==> src/adc_map.svh <==
`ifndef ADC_MAP_SVH
`define ADC_MAP_SVH

// Register indices on the plain register port
`define ADC_OFF_CTRL_A          3'h0
`define ADC_OFF_CTRL_B          3'h1
`define ADC_OFF_MUX_SEL         3'h2
`define ADC_OFF_RESULT_LOW      3'h3
`define ADC_OFF_RESULT_HIGH     3'h4
`define ADC_OFF_PIN_DISABLE     3'h5

// Control/status A field positions
`define ADC_A_ENABLE_BIT        7
`define ADC_A_START_BIT         6
`define ADC_A_AUTO_BIT          5
`define ADC_A_FLAG_BIT          4
`define ADC_A_IRQ_EN_BIT        3
`define ADC_A_PRESC_LSB         0

// Control/status B field positions
`define ADC_B_COMP_MUX_BIT      6
`define ADC_B_TRIG_LSB          0

// Mux select field positions
`define ADC_M_REF_LSB           6
`define ADC_M_LEFT_BIT          5
`define ADC_M_CHAN_LSB          0

// Reset values
`define ADC_RST_BYTE            8'h00
`define ADC_RST_RESULT          10'h000

// Timing counts, in converter clock cycles
`define ADC_NORMAL_CYCLES       5'd13
`define ADC_FIRST_CYCLES        5'd25

// Trigger source code that selects the own completion flag
`define ADC_TRIG_SELF           3'h0

`endif

==> src/adc_pkg.sv <==
`default_nettype none

package adc_pkg;

    // Conversion sequencer states, one-hot
    typedef enum logic [2:0] {
        ST_IDLE  = 3'b001,
        ST_ALIGN = 3'b010,
        ST_CONV  = 3'b100
    } conv_state_t;

    // Register port request
    typedef struct packed {
        logic [2:0] addr;
        logic [7:0] wdata;
        logic       wr;
        logic       rd;
    } reg_req_t;

    // Prescaler state
    typedef struct packed {
        logic [6:0] cnt;
        logic       tick;
    } presc_state_t;

    // Whole state of the control block
    typedef struct packed {
        conv_state_t st;
        logic        en;
        logic        start;
        logic        ate;
        logic        flag;
        logic        ie;
        logic [2:0]  psel;
        logic        comparator_mux_enable;
        logic [2:0]  tsel;
        logic [1:0]  refsel;
        logic        lar;
        logic [2:0]  chan;
        logic [1:0]  didr;
        logic [1:0]  ref_applied;
        logic [2:0]  chan_applied;
        logic [9:0]  result;
        logic        lock;
        logic        first;
        logic [4:0]  tick_cnt;
        logic        trig_prev;
        logic [1:0]  pin_s1;
        logic [1:0]  pin_s2;
        logic [1:0]  pin_read;
        logic        irq;
        logic [7:0]  rdata;
        logic        comp_mux;
        logic [2:0]  comp_chan;
        logic        conv_start;
    } ctl_state_t;

endpackage : adc_pkg

`default_nettype wire

==> src/adc_clk_prescaler.sv <==
`default_nettype none

// Converter clock divider: one tick every 2^sel cycles, at least every 2
module adc_clk_prescaler
    import adc_pkg::*;
(
    // Clock and reset
    input  wire logic       mclk_i,
    input  wire logic       nrst_i,
    // Control
    input  wire logic       run_i,
    input  wire logic       restart_i,
    input  wire logic [2:0] div_sel_i,
    // Converter clock tick
    output logic            tick_o
);

    presc_state_t state_reg;
    presc_state_t state_next;
    logic   [6:0] last_cnt;

    // Divide ratio; 0 and 1 both give divide by two
    always_comb begin
        if (div_sel_i == 3'h0) begin
            last_cnt = 7'h01;
        end else begin
            last_cnt = 7'((8'h01 << div_sel_i) - 8'h01);
        end
    end

    // Held in reset while the converter is off, so the first tick is aligned
    always_comb begin
        state_next      = state_reg;
        state_next.tick = 1'b0;
        if (!run_i || restart_i) begin
            state_next.cnt = 7'h00;
        end else if (state_reg.cnt >= last_cnt) begin
            state_next.cnt  = 7'h00;
            state_next.tick = 1'b1;
        end else begin
            state_next.cnt = state_reg.cnt + 7'h01;
        end
    end

    always_ff @(posedge mclk_i or negedge nrst_i) begin
        if (!nrst_i) begin
            state_reg <= '0;
        end else begin
            state_reg <= state_next;
        end
    end

    assign tick_o = state_reg.tick;

endmodule : adc_clk_prescaler

`default_nettype wire

==> src/adc_conversion_control.sv <==
// How it works
// Comparator mux on and converter off: channel_select picks comparator negative input.
// Upper six bits of the pin input disable register read zero.
// A set pin disable bit forces that pin's read value to zero.
// Each conversion yields a 10-bit result over low and high bytes.
// Result right aligned, or left aligned when result_left_align is set.
// Reading low byte locks result until high byte read; locked results dropped.
// Completion sets the flag and raises the converter's own interrupt.
// The flag and interrupt still fire when a result is dropped.
// Channel and reference choices take effect only while converter is enabled.
// Software clears power reduction before enabling or starting the converter.
// start_conversion set by writing one, stays high, hardware clears at end.
// Channel changes during a conversion apply only after it finishes; in free running they wait until the free run ends.
// auto_trigger_enable starts conversions from the trigger picked by trigger_source_select.
// Trigger rising edge restarts the prescaler and starts a conversion.
// Edges during conversion ignored; a trigger still high at end starts nothing.
// Triggers are edges of source flags; sources must clear before rearming.
// Own completion flag as trigger: each end starts the next conversion.
// Software start works with auto trigger; start reads one while converting.
// Conversion lasts 13 converter clocks, the first after enable 25.
// At completion result stored, flag set, start cleared in single mode.
// comparator_mux_enable sits at bit 6 of control/status B.
// Analog core is a tick counter plus a result input port.
// Trigger source code zero selects own completion flag; others external inputs.
//
// Added by the designer: the register offsets and the strobed register port.
`default_nettype none
`include "adc_map.svh"

module adc_conversion_control
    import adc_pkg::*;
#(
    parameter int TRIG_N = 7
)(
    // Clock and reset
    input  wire logic              mclk_i,
    input  wire logic              nrst_i,
    // Register port
    input  wire reg_req_t          reg_req_i,
    output logic [7:0]             rdata_o,
    // Power reduction from the system controller
    input  wire logic              converter_power_reduction_i,
    // Hardware trigger sources, same clock domain
    input  wire logic [TRIG_N-1:0] trigger_i,
    // Analog core
    input  wire logic [9:0]        result_i,
    output logic                   conv_start_o,
    output logic                   busy_o,
    output logic [2:0]             conv_channel_o,
    output logic [1:0]             conv_reference_o,
    // Comparator negative input select
    output logic                   comp_neg_from_mux_o,
    output logic [2:0]             comp_neg_channel_o,
    // Comparator pins, digital side
    input  wire logic [1:0]        comp_pin_raw_i,
    output logic [1:0]             comp_pin_read_o,
    // Completion interrupt request
    output logic                   irq_o
);

    ctl_state_t s_reg;
    ctl_state_t s_next;
    logic       tick;
    logic       run;
    logic       restart_c;
    logic       trig_level;
    logic       trig_edge;
    logic       sw_start;
    logic [4:0] conv_len;
    logic [7:0] res_low;
    logic [7:0] res_high;
    logic [TRIG_N:0] trig_vec;

    // Converter clock; restarted by an accepted hardware trigger
    adc_clk_prescaler u_presc (
        .mclk_i    (mclk_i),
        .nrst_i    (nrst_i),
        .run_i     (run),
        .restart_i (restart_c),
        .div_sel_i (s_reg.psel),
        .tick_o    (tick)
    );

    // Converter runs only when enabled and not held in power reduction
    assign run = s_reg.en && !converter_power_reduction_i;

    // Trigger selection; code zero is the own completion flag
    assign trig_vec   = {trigger_i, s_reg.flag};
    assign trig_level = trig_vec[s_reg.tsel];
    assign trig_edge  = trig_level && !s_reg.trig_prev;

    // Software start request, honoured with or without auto trigger
    assign sw_start = reg_req_i.wr && (reg_req_i.addr == `ADC_OFF_CTRL_A)
                      && reg_req_i.wdata[`ADC_A_START_BIT];

    // First conversion after enable needs extra cycles for the analog side
    assign conv_len = s_reg.first ? `ADC_FIRST_CYCLES : `ADC_NORMAL_CYCLES;

    // Result alignment applied at read time, stored value stays raw
    always_comb begin
        if (s_reg.lar) begin
            res_high = s_reg.result[9:2];
            res_low  = {s_reg.result[1:0], 6'h00};
        end else begin
            res_high = {6'h00, s_reg.result[9:8]};
            res_low  = s_reg.result[7:0];
        end
    end

    // Next state of the whole block
    always_comb begin
        s_next            = s_reg;
        restart_c         = 1'b0;
        s_next.conv_start = 1'b0;

        // Pin synchroniser; first stage feeds only the second
        s_next.pin_s1 = comp_pin_raw_i;
        s_next.pin_s2 = s_reg.pin_s1;
        s_next.pin_read = s_reg.pin_s2 & ~s_reg.didr;

        // Register reads, answered one cycle later
        s_next.rdata = 8'h00;
        if (reg_req_i.rd) begin
            case (reg_req_i.addr)
                `ADC_OFF_CTRL_A: begin
                    s_next.rdata = {s_reg.en, s_reg.start, s_reg.ate, s_reg.flag,
                                    s_reg.ie, 2'b00, 1'b0} | {5'h00, s_reg.psel};
                end
                `ADC_OFF_CTRL_B: begin
                    s_next.rdata = {1'b0, s_reg.comparator_mux_enable, 3'b000, s_reg.tsel};
                end
                `ADC_OFF_MUX_SEL: begin
                    s_next.rdata = {s_reg.refsel, s_reg.lar, 2'b00, s_reg.chan};
                end
                `ADC_OFF_RESULT_LOW: begin
                    s_next.rdata = res_low;
                    s_next.lock  = 1'b1;
                end
                `ADC_OFF_RESULT_HIGH: begin
                    s_next.rdata = res_high;
                    s_next.lock  = 1'b0;
                end
                `ADC_OFF_PIN_DISABLE: begin
                    s_next.rdata = {6'h00, s_reg.didr};
                end
                default: begin
                    s_next.rdata = 8'h00;
                end
            endcase
        end

        // Register writes; the start bit is handled by the sequencer
        if (reg_req_i.wr) begin
            case (reg_req_i.addr)
                `ADC_OFF_CTRL_A: begin
                    s_next.en   = reg_req_i.wdata[`ADC_A_ENABLE_BIT];
                    s_next.ate  = reg_req_i.wdata[`ADC_A_AUTO_BIT];
                    s_next.ie   = reg_req_i.wdata[`ADC_A_IRQ_EN_BIT];
                    s_next.psel = reg_req_i.wdata[`ADC_A_PRESC_LSB +: 3];
                    // Write one to clear; a set in the same cycle wins below
                    if (reg_req_i.wdata[`ADC_A_FLAG_BIT]) begin
                        s_next.flag = 1'b0;
                    end
                    if (!s_reg.en && reg_req_i.wdata[`ADC_A_ENABLE_BIT]) begin
                        s_next.first = 1'b1;
                    end
                end
                `ADC_OFF_CTRL_B: begin
                    s_next.comparator_mux_enable = reg_req_i.wdata[`ADC_B_COMP_MUX_BIT];
                    s_next.tsel = reg_req_i.wdata[`ADC_B_TRIG_LSB +: 3];
                end
                `ADC_OFF_MUX_SEL: begin
                    s_next.refsel = reg_req_i.wdata[`ADC_M_REF_LSB +: 2];
                    s_next.lar    = reg_req_i.wdata[`ADC_M_LEFT_BIT];
                    s_next.chan   = reg_req_i.wdata[`ADC_M_CHAN_LSB +: 3];
                end
                `ADC_OFF_PIN_DISABLE: begin
                    s_next.didr = reg_req_i.wdata[1:0];
                end
                default: begin
                end
            endcase
        end

        // Edge history runs always, so a level held through a conversion
        // never looks like a fresh edge afterwards
        s_next.trig_prev = trig_level;

        // Conversion sequencer
        if (!run) begin
            // Disabling aborts any conversion in flight
            s_next.st       = ST_IDLE;
            s_next.start    = 1'b0;
            s_next.tick_cnt = 5'h00;
        end else begin
            case (s_reg.st)
                ST_IDLE: begin
                    if (sw_start) begin
                        s_next.start = 1'b1;
                        s_next.st    = ST_ALIGN;
                    end else if (s_reg.ate && trig_edge) begin
                        restart_c         = 1'b1;
                        s_next.start      = 1'b1;
                        s_next.st         = ST_CONV;
                        s_next.tick_cnt   = 5'h00;
                        s_next.conv_start = 1'b1;
                    end
                end
                ST_ALIGN: begin
                    // Software starts line up with the next converter clock
                    if (tick) begin
                        s_next.st         = ST_CONV;
                        s_next.tick_cnt   = 5'h00;
                        s_next.conv_start = 1'b1;
                    end
                end
                ST_CONV: begin
                    // Further trigger edges are simply not looked at here
                    if (tick) begin
                        if (s_reg.tick_cnt == conv_len - 5'h01) begin
                            s_next.flag  = 1'b1;
                            s_next.first = 1'b0;
                            if (!s_next.lock) begin
                                s_next.result = result_i;
                            end
                            if (s_reg.ate && s_reg.tsel == `ADC_TRIG_SELF) begin
                                // Free running: next one starts at once
                                s_next.tick_cnt   = 5'h00;
                                s_next.conv_start = 1'b1;
                            end else begin
                                s_next.st    = ST_IDLE;
                                s_next.start = 1'b0;
                            end
                        end else begin
                            s_next.tick_cnt = s_reg.tick_cnt + 5'h01;
                        end
                    end
                end
                default: begin
                    s_next.st    = ST_IDLE;
                    s_next.start = 1'b0;
                end
            endcase
        end

        // Selections track software only while enabled and between
        // conversions; frozen during a conversion so sampling is stable
        if (s_reg.en && s_next.st != ST_CONV) begin
            s_next.chan_applied = s_next.chan;
            s_next.ref_applied  = s_next.refsel;
        end

        // Comparator negative input steering
        s_next.comp_mux  = s_next.comparator_mux_enable && !s_next.en;
        s_next.comp_chan = s_next.chan;

        // Interrupt request from the sticky flag
        s_next.irq = s_next.flag && s_next.ie;
    end

    // State register
    always_ff @(posedge mclk_i or negedge nrst_i) begin
        if (!nrst_i) begin
            s_reg        <= '0;
            s_reg.st     <= ST_IDLE;
            s_reg.result <= `ADC_RST_RESULT;
            s_reg.rdata  <= `ADC_RST_BYTE;
        end else begin
            s_reg <= s_next;
        end
    end

    // Outputs straight from the state register
    assign rdata_o             = s_reg.rdata;
    assign conv_start_o        = s_reg.conv_start;
    assign busy_o              = s_reg.start;
    assign conv_channel_o      = s_reg.chan_applied;
    assign conv_reference_o    = s_reg.ref_applied;
    assign comp_neg_from_mux_o = s_reg.comp_mux;
    assign comp_neg_channel_o  = s_reg.comp_chan;
    assign comp_pin_read_o     = s_reg.pin_read;
    assign irq_o               = s_reg.irq;

endmodule : adc_conversion_control

`default_nettype wire

==> config.mk <==
export PLATFORM = sky130hd
export DESIGN_NAME = adc_conversion_control
export DESIGN_NICKNAME = d
export VERILOG_FILES = /design/src/adc_pkg.sv /design/src/adc_clk_prescaler.sv /design/src/adc_conversion_control.sv
export VERILOG_INCLUDE_DIRS = /design/src
export SDC_FILE = /design/constraint.sdc
export NUM_CORES = 1
export LEC_CHECK = 0
export ABC_AREA = 1
export BUFFER_PORTS_ARGS = -buffer_cell sky130_fd_sc_hd__buf_2
export CAP_MARGIN = 15
export CORE_MARGIN = 5
export CORE_UTILIZATION = 60
export DETAILED_ROUTE_END_ITERATION = 8
export PLACE_DENSITY = 0.81
export SLEW_MARGIN = 20
export SYNTH_ARGS = -nofsm -noshare
export SYNTH_HDL_FRONTEND = slang
export SYNTH_SLANG_ARGS = --single-unit
==> constraint.sdc <==
create_clock -name mclk_i -period 3.4 [get_ports mclk_i]
set_input_delay 0.17 -clock mclk_i [delete_from_list [all_inputs] [get_ports mclk_i]]
set_output_delay 0.17 -clock mclk_i [all_outputs]
set_load 0.03 [all_outputs]
==> summary.md <==
| Metric | Value |
|---|---|
| Outcome | finished clean |
| Type of the tightest min-delay check | in -> reg |
| Count of final setup violators | 0 |
| CP Launch Type | flip-flop |
| Clock Tree Buf Depth | 2 |
| XOR/XNOR share of the synthesized area | between 1.5 and 2% |
| Final ANT Viol Nets | 0 |
| CTS Buf Count | 9 |
| Post-synthesis adder-cell area fraction | between 2 and 3% |
| Postcts setup bufs | 0 |
| Clock Latency Late Sink | approximately 360 ps |
| Synth unique cells | 38 |
| Post-CTS Resized | 0 |
| Layout cells sized above 1 | 24.8% |
| Crit Path Max Fanout | 20 |
| VDD IR max | between 300 and 400 uV |
| Post-synth top flop | dfrtp_1 |
| Die Area | between 0.008 and 0.009 sq mm |
| DR iter-0 viols | approximately 250 |
| Cells after Synth | between 400 and 500 |
| Gr usage total | between 20% and 30% |
| Vias/cell | around 5.2 |
| Layout Skew | approximately 6.7 ps |
| Tcrit/Tclk final | about three fifths |
| Max reg flops | 39 |
| Synth-to-layout area growth | 11.3% |
| Tmin final | 2060 ps |
| Row Count | 29 |
| Core ar. | ~0.0062 sq mm |
| Post-cts hold buffer count | 3 |
| Seq/Total Area, Yosys | a little under half |
| Maxcap violations | 0 |
| Kind of critical path | reg -> reg |
| Drt pass-1 iters | 5 |
| Slew HR | between 60% and 70% |
| Post-layout net count | around 550 |
| RSZ-0062 raised after global routing | false |
| Post-DP HPWL | roughly 6.3 mm |
| Root Buffer | clkbuf_8 |
| Post-synth EDFFs | 0 |
| Synth Area in Compound Gates | between 10% and 20% |
| Placer Congestion | 0.935 |
| Yosys warns | 0 |
| Clock slew at reported path FFs | 80 ps |
| CTS tree | done |
| Die Y | ~90 um |
| Initial core utilization | 60.9% |
| I/O pin count | between 50 and 60 |
| Post-Synth Simple-Gate Area | between 20% and 30% |
| GR Overflow Total | 0 |
| Synthesis-stage register bit count | 71 |
| Final Hold Fails | 0 |
| Mapped Area | between 0.003 and 0.004 sq mm |
| Critical path required time | 3660 ps |
| Vias in the first global route | 3039 |
| # DRC | 0 |
| Leakage | 2.25 nW |
| I/O Buffers | 56 |
| Syn nets | roughly 500 |
| Fin. max-slew vios | 0 |
| CP endpoint kind | flip-flop |
| CTS sink count | between 70 and 80 |
| Asr flop ratio synth | 100% |
| First-pass GRT wire length | roughly 14 mm |
| Combinational family with the most area after synthesis | simple AND/OR/NAND/NOR gates |
| Routed via count | about 3000 |
| N_diodes | 0 |
| Average size of a mapped cell | ~8.3 sq um |
| Worst EP arrival | roughly 2300 ps |
| Achievable frequency | 0.486 GHz |
| Final setup TNS | 0 ps |
| Final Total Pwr | around 2.2 mW |
| Largest net degree at the start of global routing | 32 |
| Routed WL | between 8 and 9 mm |
| DR WL/cell | 13.8 um |
| Die Wd | 89.6 um |
| Worst-margin pin slew | 510 ps |
| Initial antenna violation count | 0 |
| H-tree Lvls | 3 |
| Pwr dens | 510 mW/mm^2 |
| Mux contribution to synthesized area | 0% |
[cells in the final DEF, fill, tap and decap left out, types with 3 or more instances in the layout]
cell / instances
clkinv_4: 3
nor3_1: 4
a21oi_1: 12
clkbuf_8: 9
nor3b_1: 4
dlygate4sd3_1: 3
buf_2: 56
inv_1: 62
xor2_1: 6
nor2_1: 26
nand4_1: 5
nor2_2: 3
ha_1: 9
o21ai_0: 30
nand3_1: 36
o21ai_2: 11
inv_2: 18
o22ai_1: 6
nand2_1: 95
dfrtp_1: 70
nand2_2: 12
[per-layer routing]
metal	track usage, %	part of all wire, %	vias up
li1	-	-	1514
met3	4.65	6.8	21
met5	0	0	-
met1	29.5	43	1406
met2	36.0	48	101
met4	9.88	2.3	0
[logic make-up after synthesis]
kind of cell,after synthesis
AOI/OAI and AO/OA,69
buffers and inverters,106
and+or+nand+nor,194
adders and majority gates,9
DFF,71
xor gates and xnor gates,8
[synthesized netlist by cell type (4+ instances only)]
master   instances  area, sq um
a21oi_1         12         60.1
buf_4           19          143
dfrtp_1         70         1750
ha_1             9          113
inv_1           62          233
inv_2           18         67.6
nand2_1         95          357
nand2_2         12         75.1
nand3_1         36          180
nand4_1          5         31.3
nor2_1          26         97.6
nor3_1           4         20.0
nor3b_1          4         30.0
o21ai_0         30          150
o21ai_2         11         96.3
o22ai_1          6         37.5
xor2_1           6         52.6
[worst paths after layout]
check,startpoint,end,slack [ps],cells after the start
min in group asynchronous,nrst_i,conv_reference_o[0]$_DFFE_PN0P_,240,2
max in group asynchronous,nrst_i,s_reg[16]$_DFF_PN0_,2460,3
min,result_i[5],s_reg[33]$_DFFE_PN0P_,10,3
max,s_reg[62]$_DFF_PN0_,s_reg[32]$_DFFE_PN0P_,1340,9
min reg2reg,s_next[17]$_DFF_PN0_,s_reg[17]$_DFF_PN0_,350,0
max reg2reg,s_reg[62]$_DFF_PN0_,s_reg[32]$_DFFE_PN0P_,1340,9
[area by class of cell]
class	instances	area, sq um
clock inverter	6	71.3
fill	512	2010
sequential	71	1780
timing repair buffer	61	325
tap	77	96.3
inverter	81	304
multi-input combinational	280	1530
clock buffer	10	128
[where the power goes]
group | total, mW | switching, mW | internal, mW
combinational | 0.471 | 0.320 | 0.150
clock | 0.670 | 0.328 | 0.342
sequential | 1.02 | 0.0786 | 0.938
total | 2.16 | 0.727 | 1.43
[critical path, stage by stage, from the launching register on]
cell	delay [ps]
dfrtp_1	520
inv_2	80
nor2_2	410
nand2_1	150
nor2_2	140
nand2_1	80
clkinv_1	110
nand2_4	200
o21ai_2	200
inv_2	40
[stage by stage]
step / setup WS, ps / cell area [sq um] / std cells / util (%) / hold slack [ps]
2_1_floorplan: 1670 / 3800 / 457 / - / -126
3_3_place_gp: 1460 / 4000 / 567 / 64.1 / 88.6
3_5_place_dp: 1380 / 4000 / 567 / 64.1 / 95.1
4_1_cts: 1370 / 4230 / 586 / 67.8 / 2.35
5_1_grt: 1210 / 4230 / 586 / 67.8 / 11.7
6_report: 1340 / 4230 / 586 / 67.8 / 12.0
(Power assumes the default switching activity.)
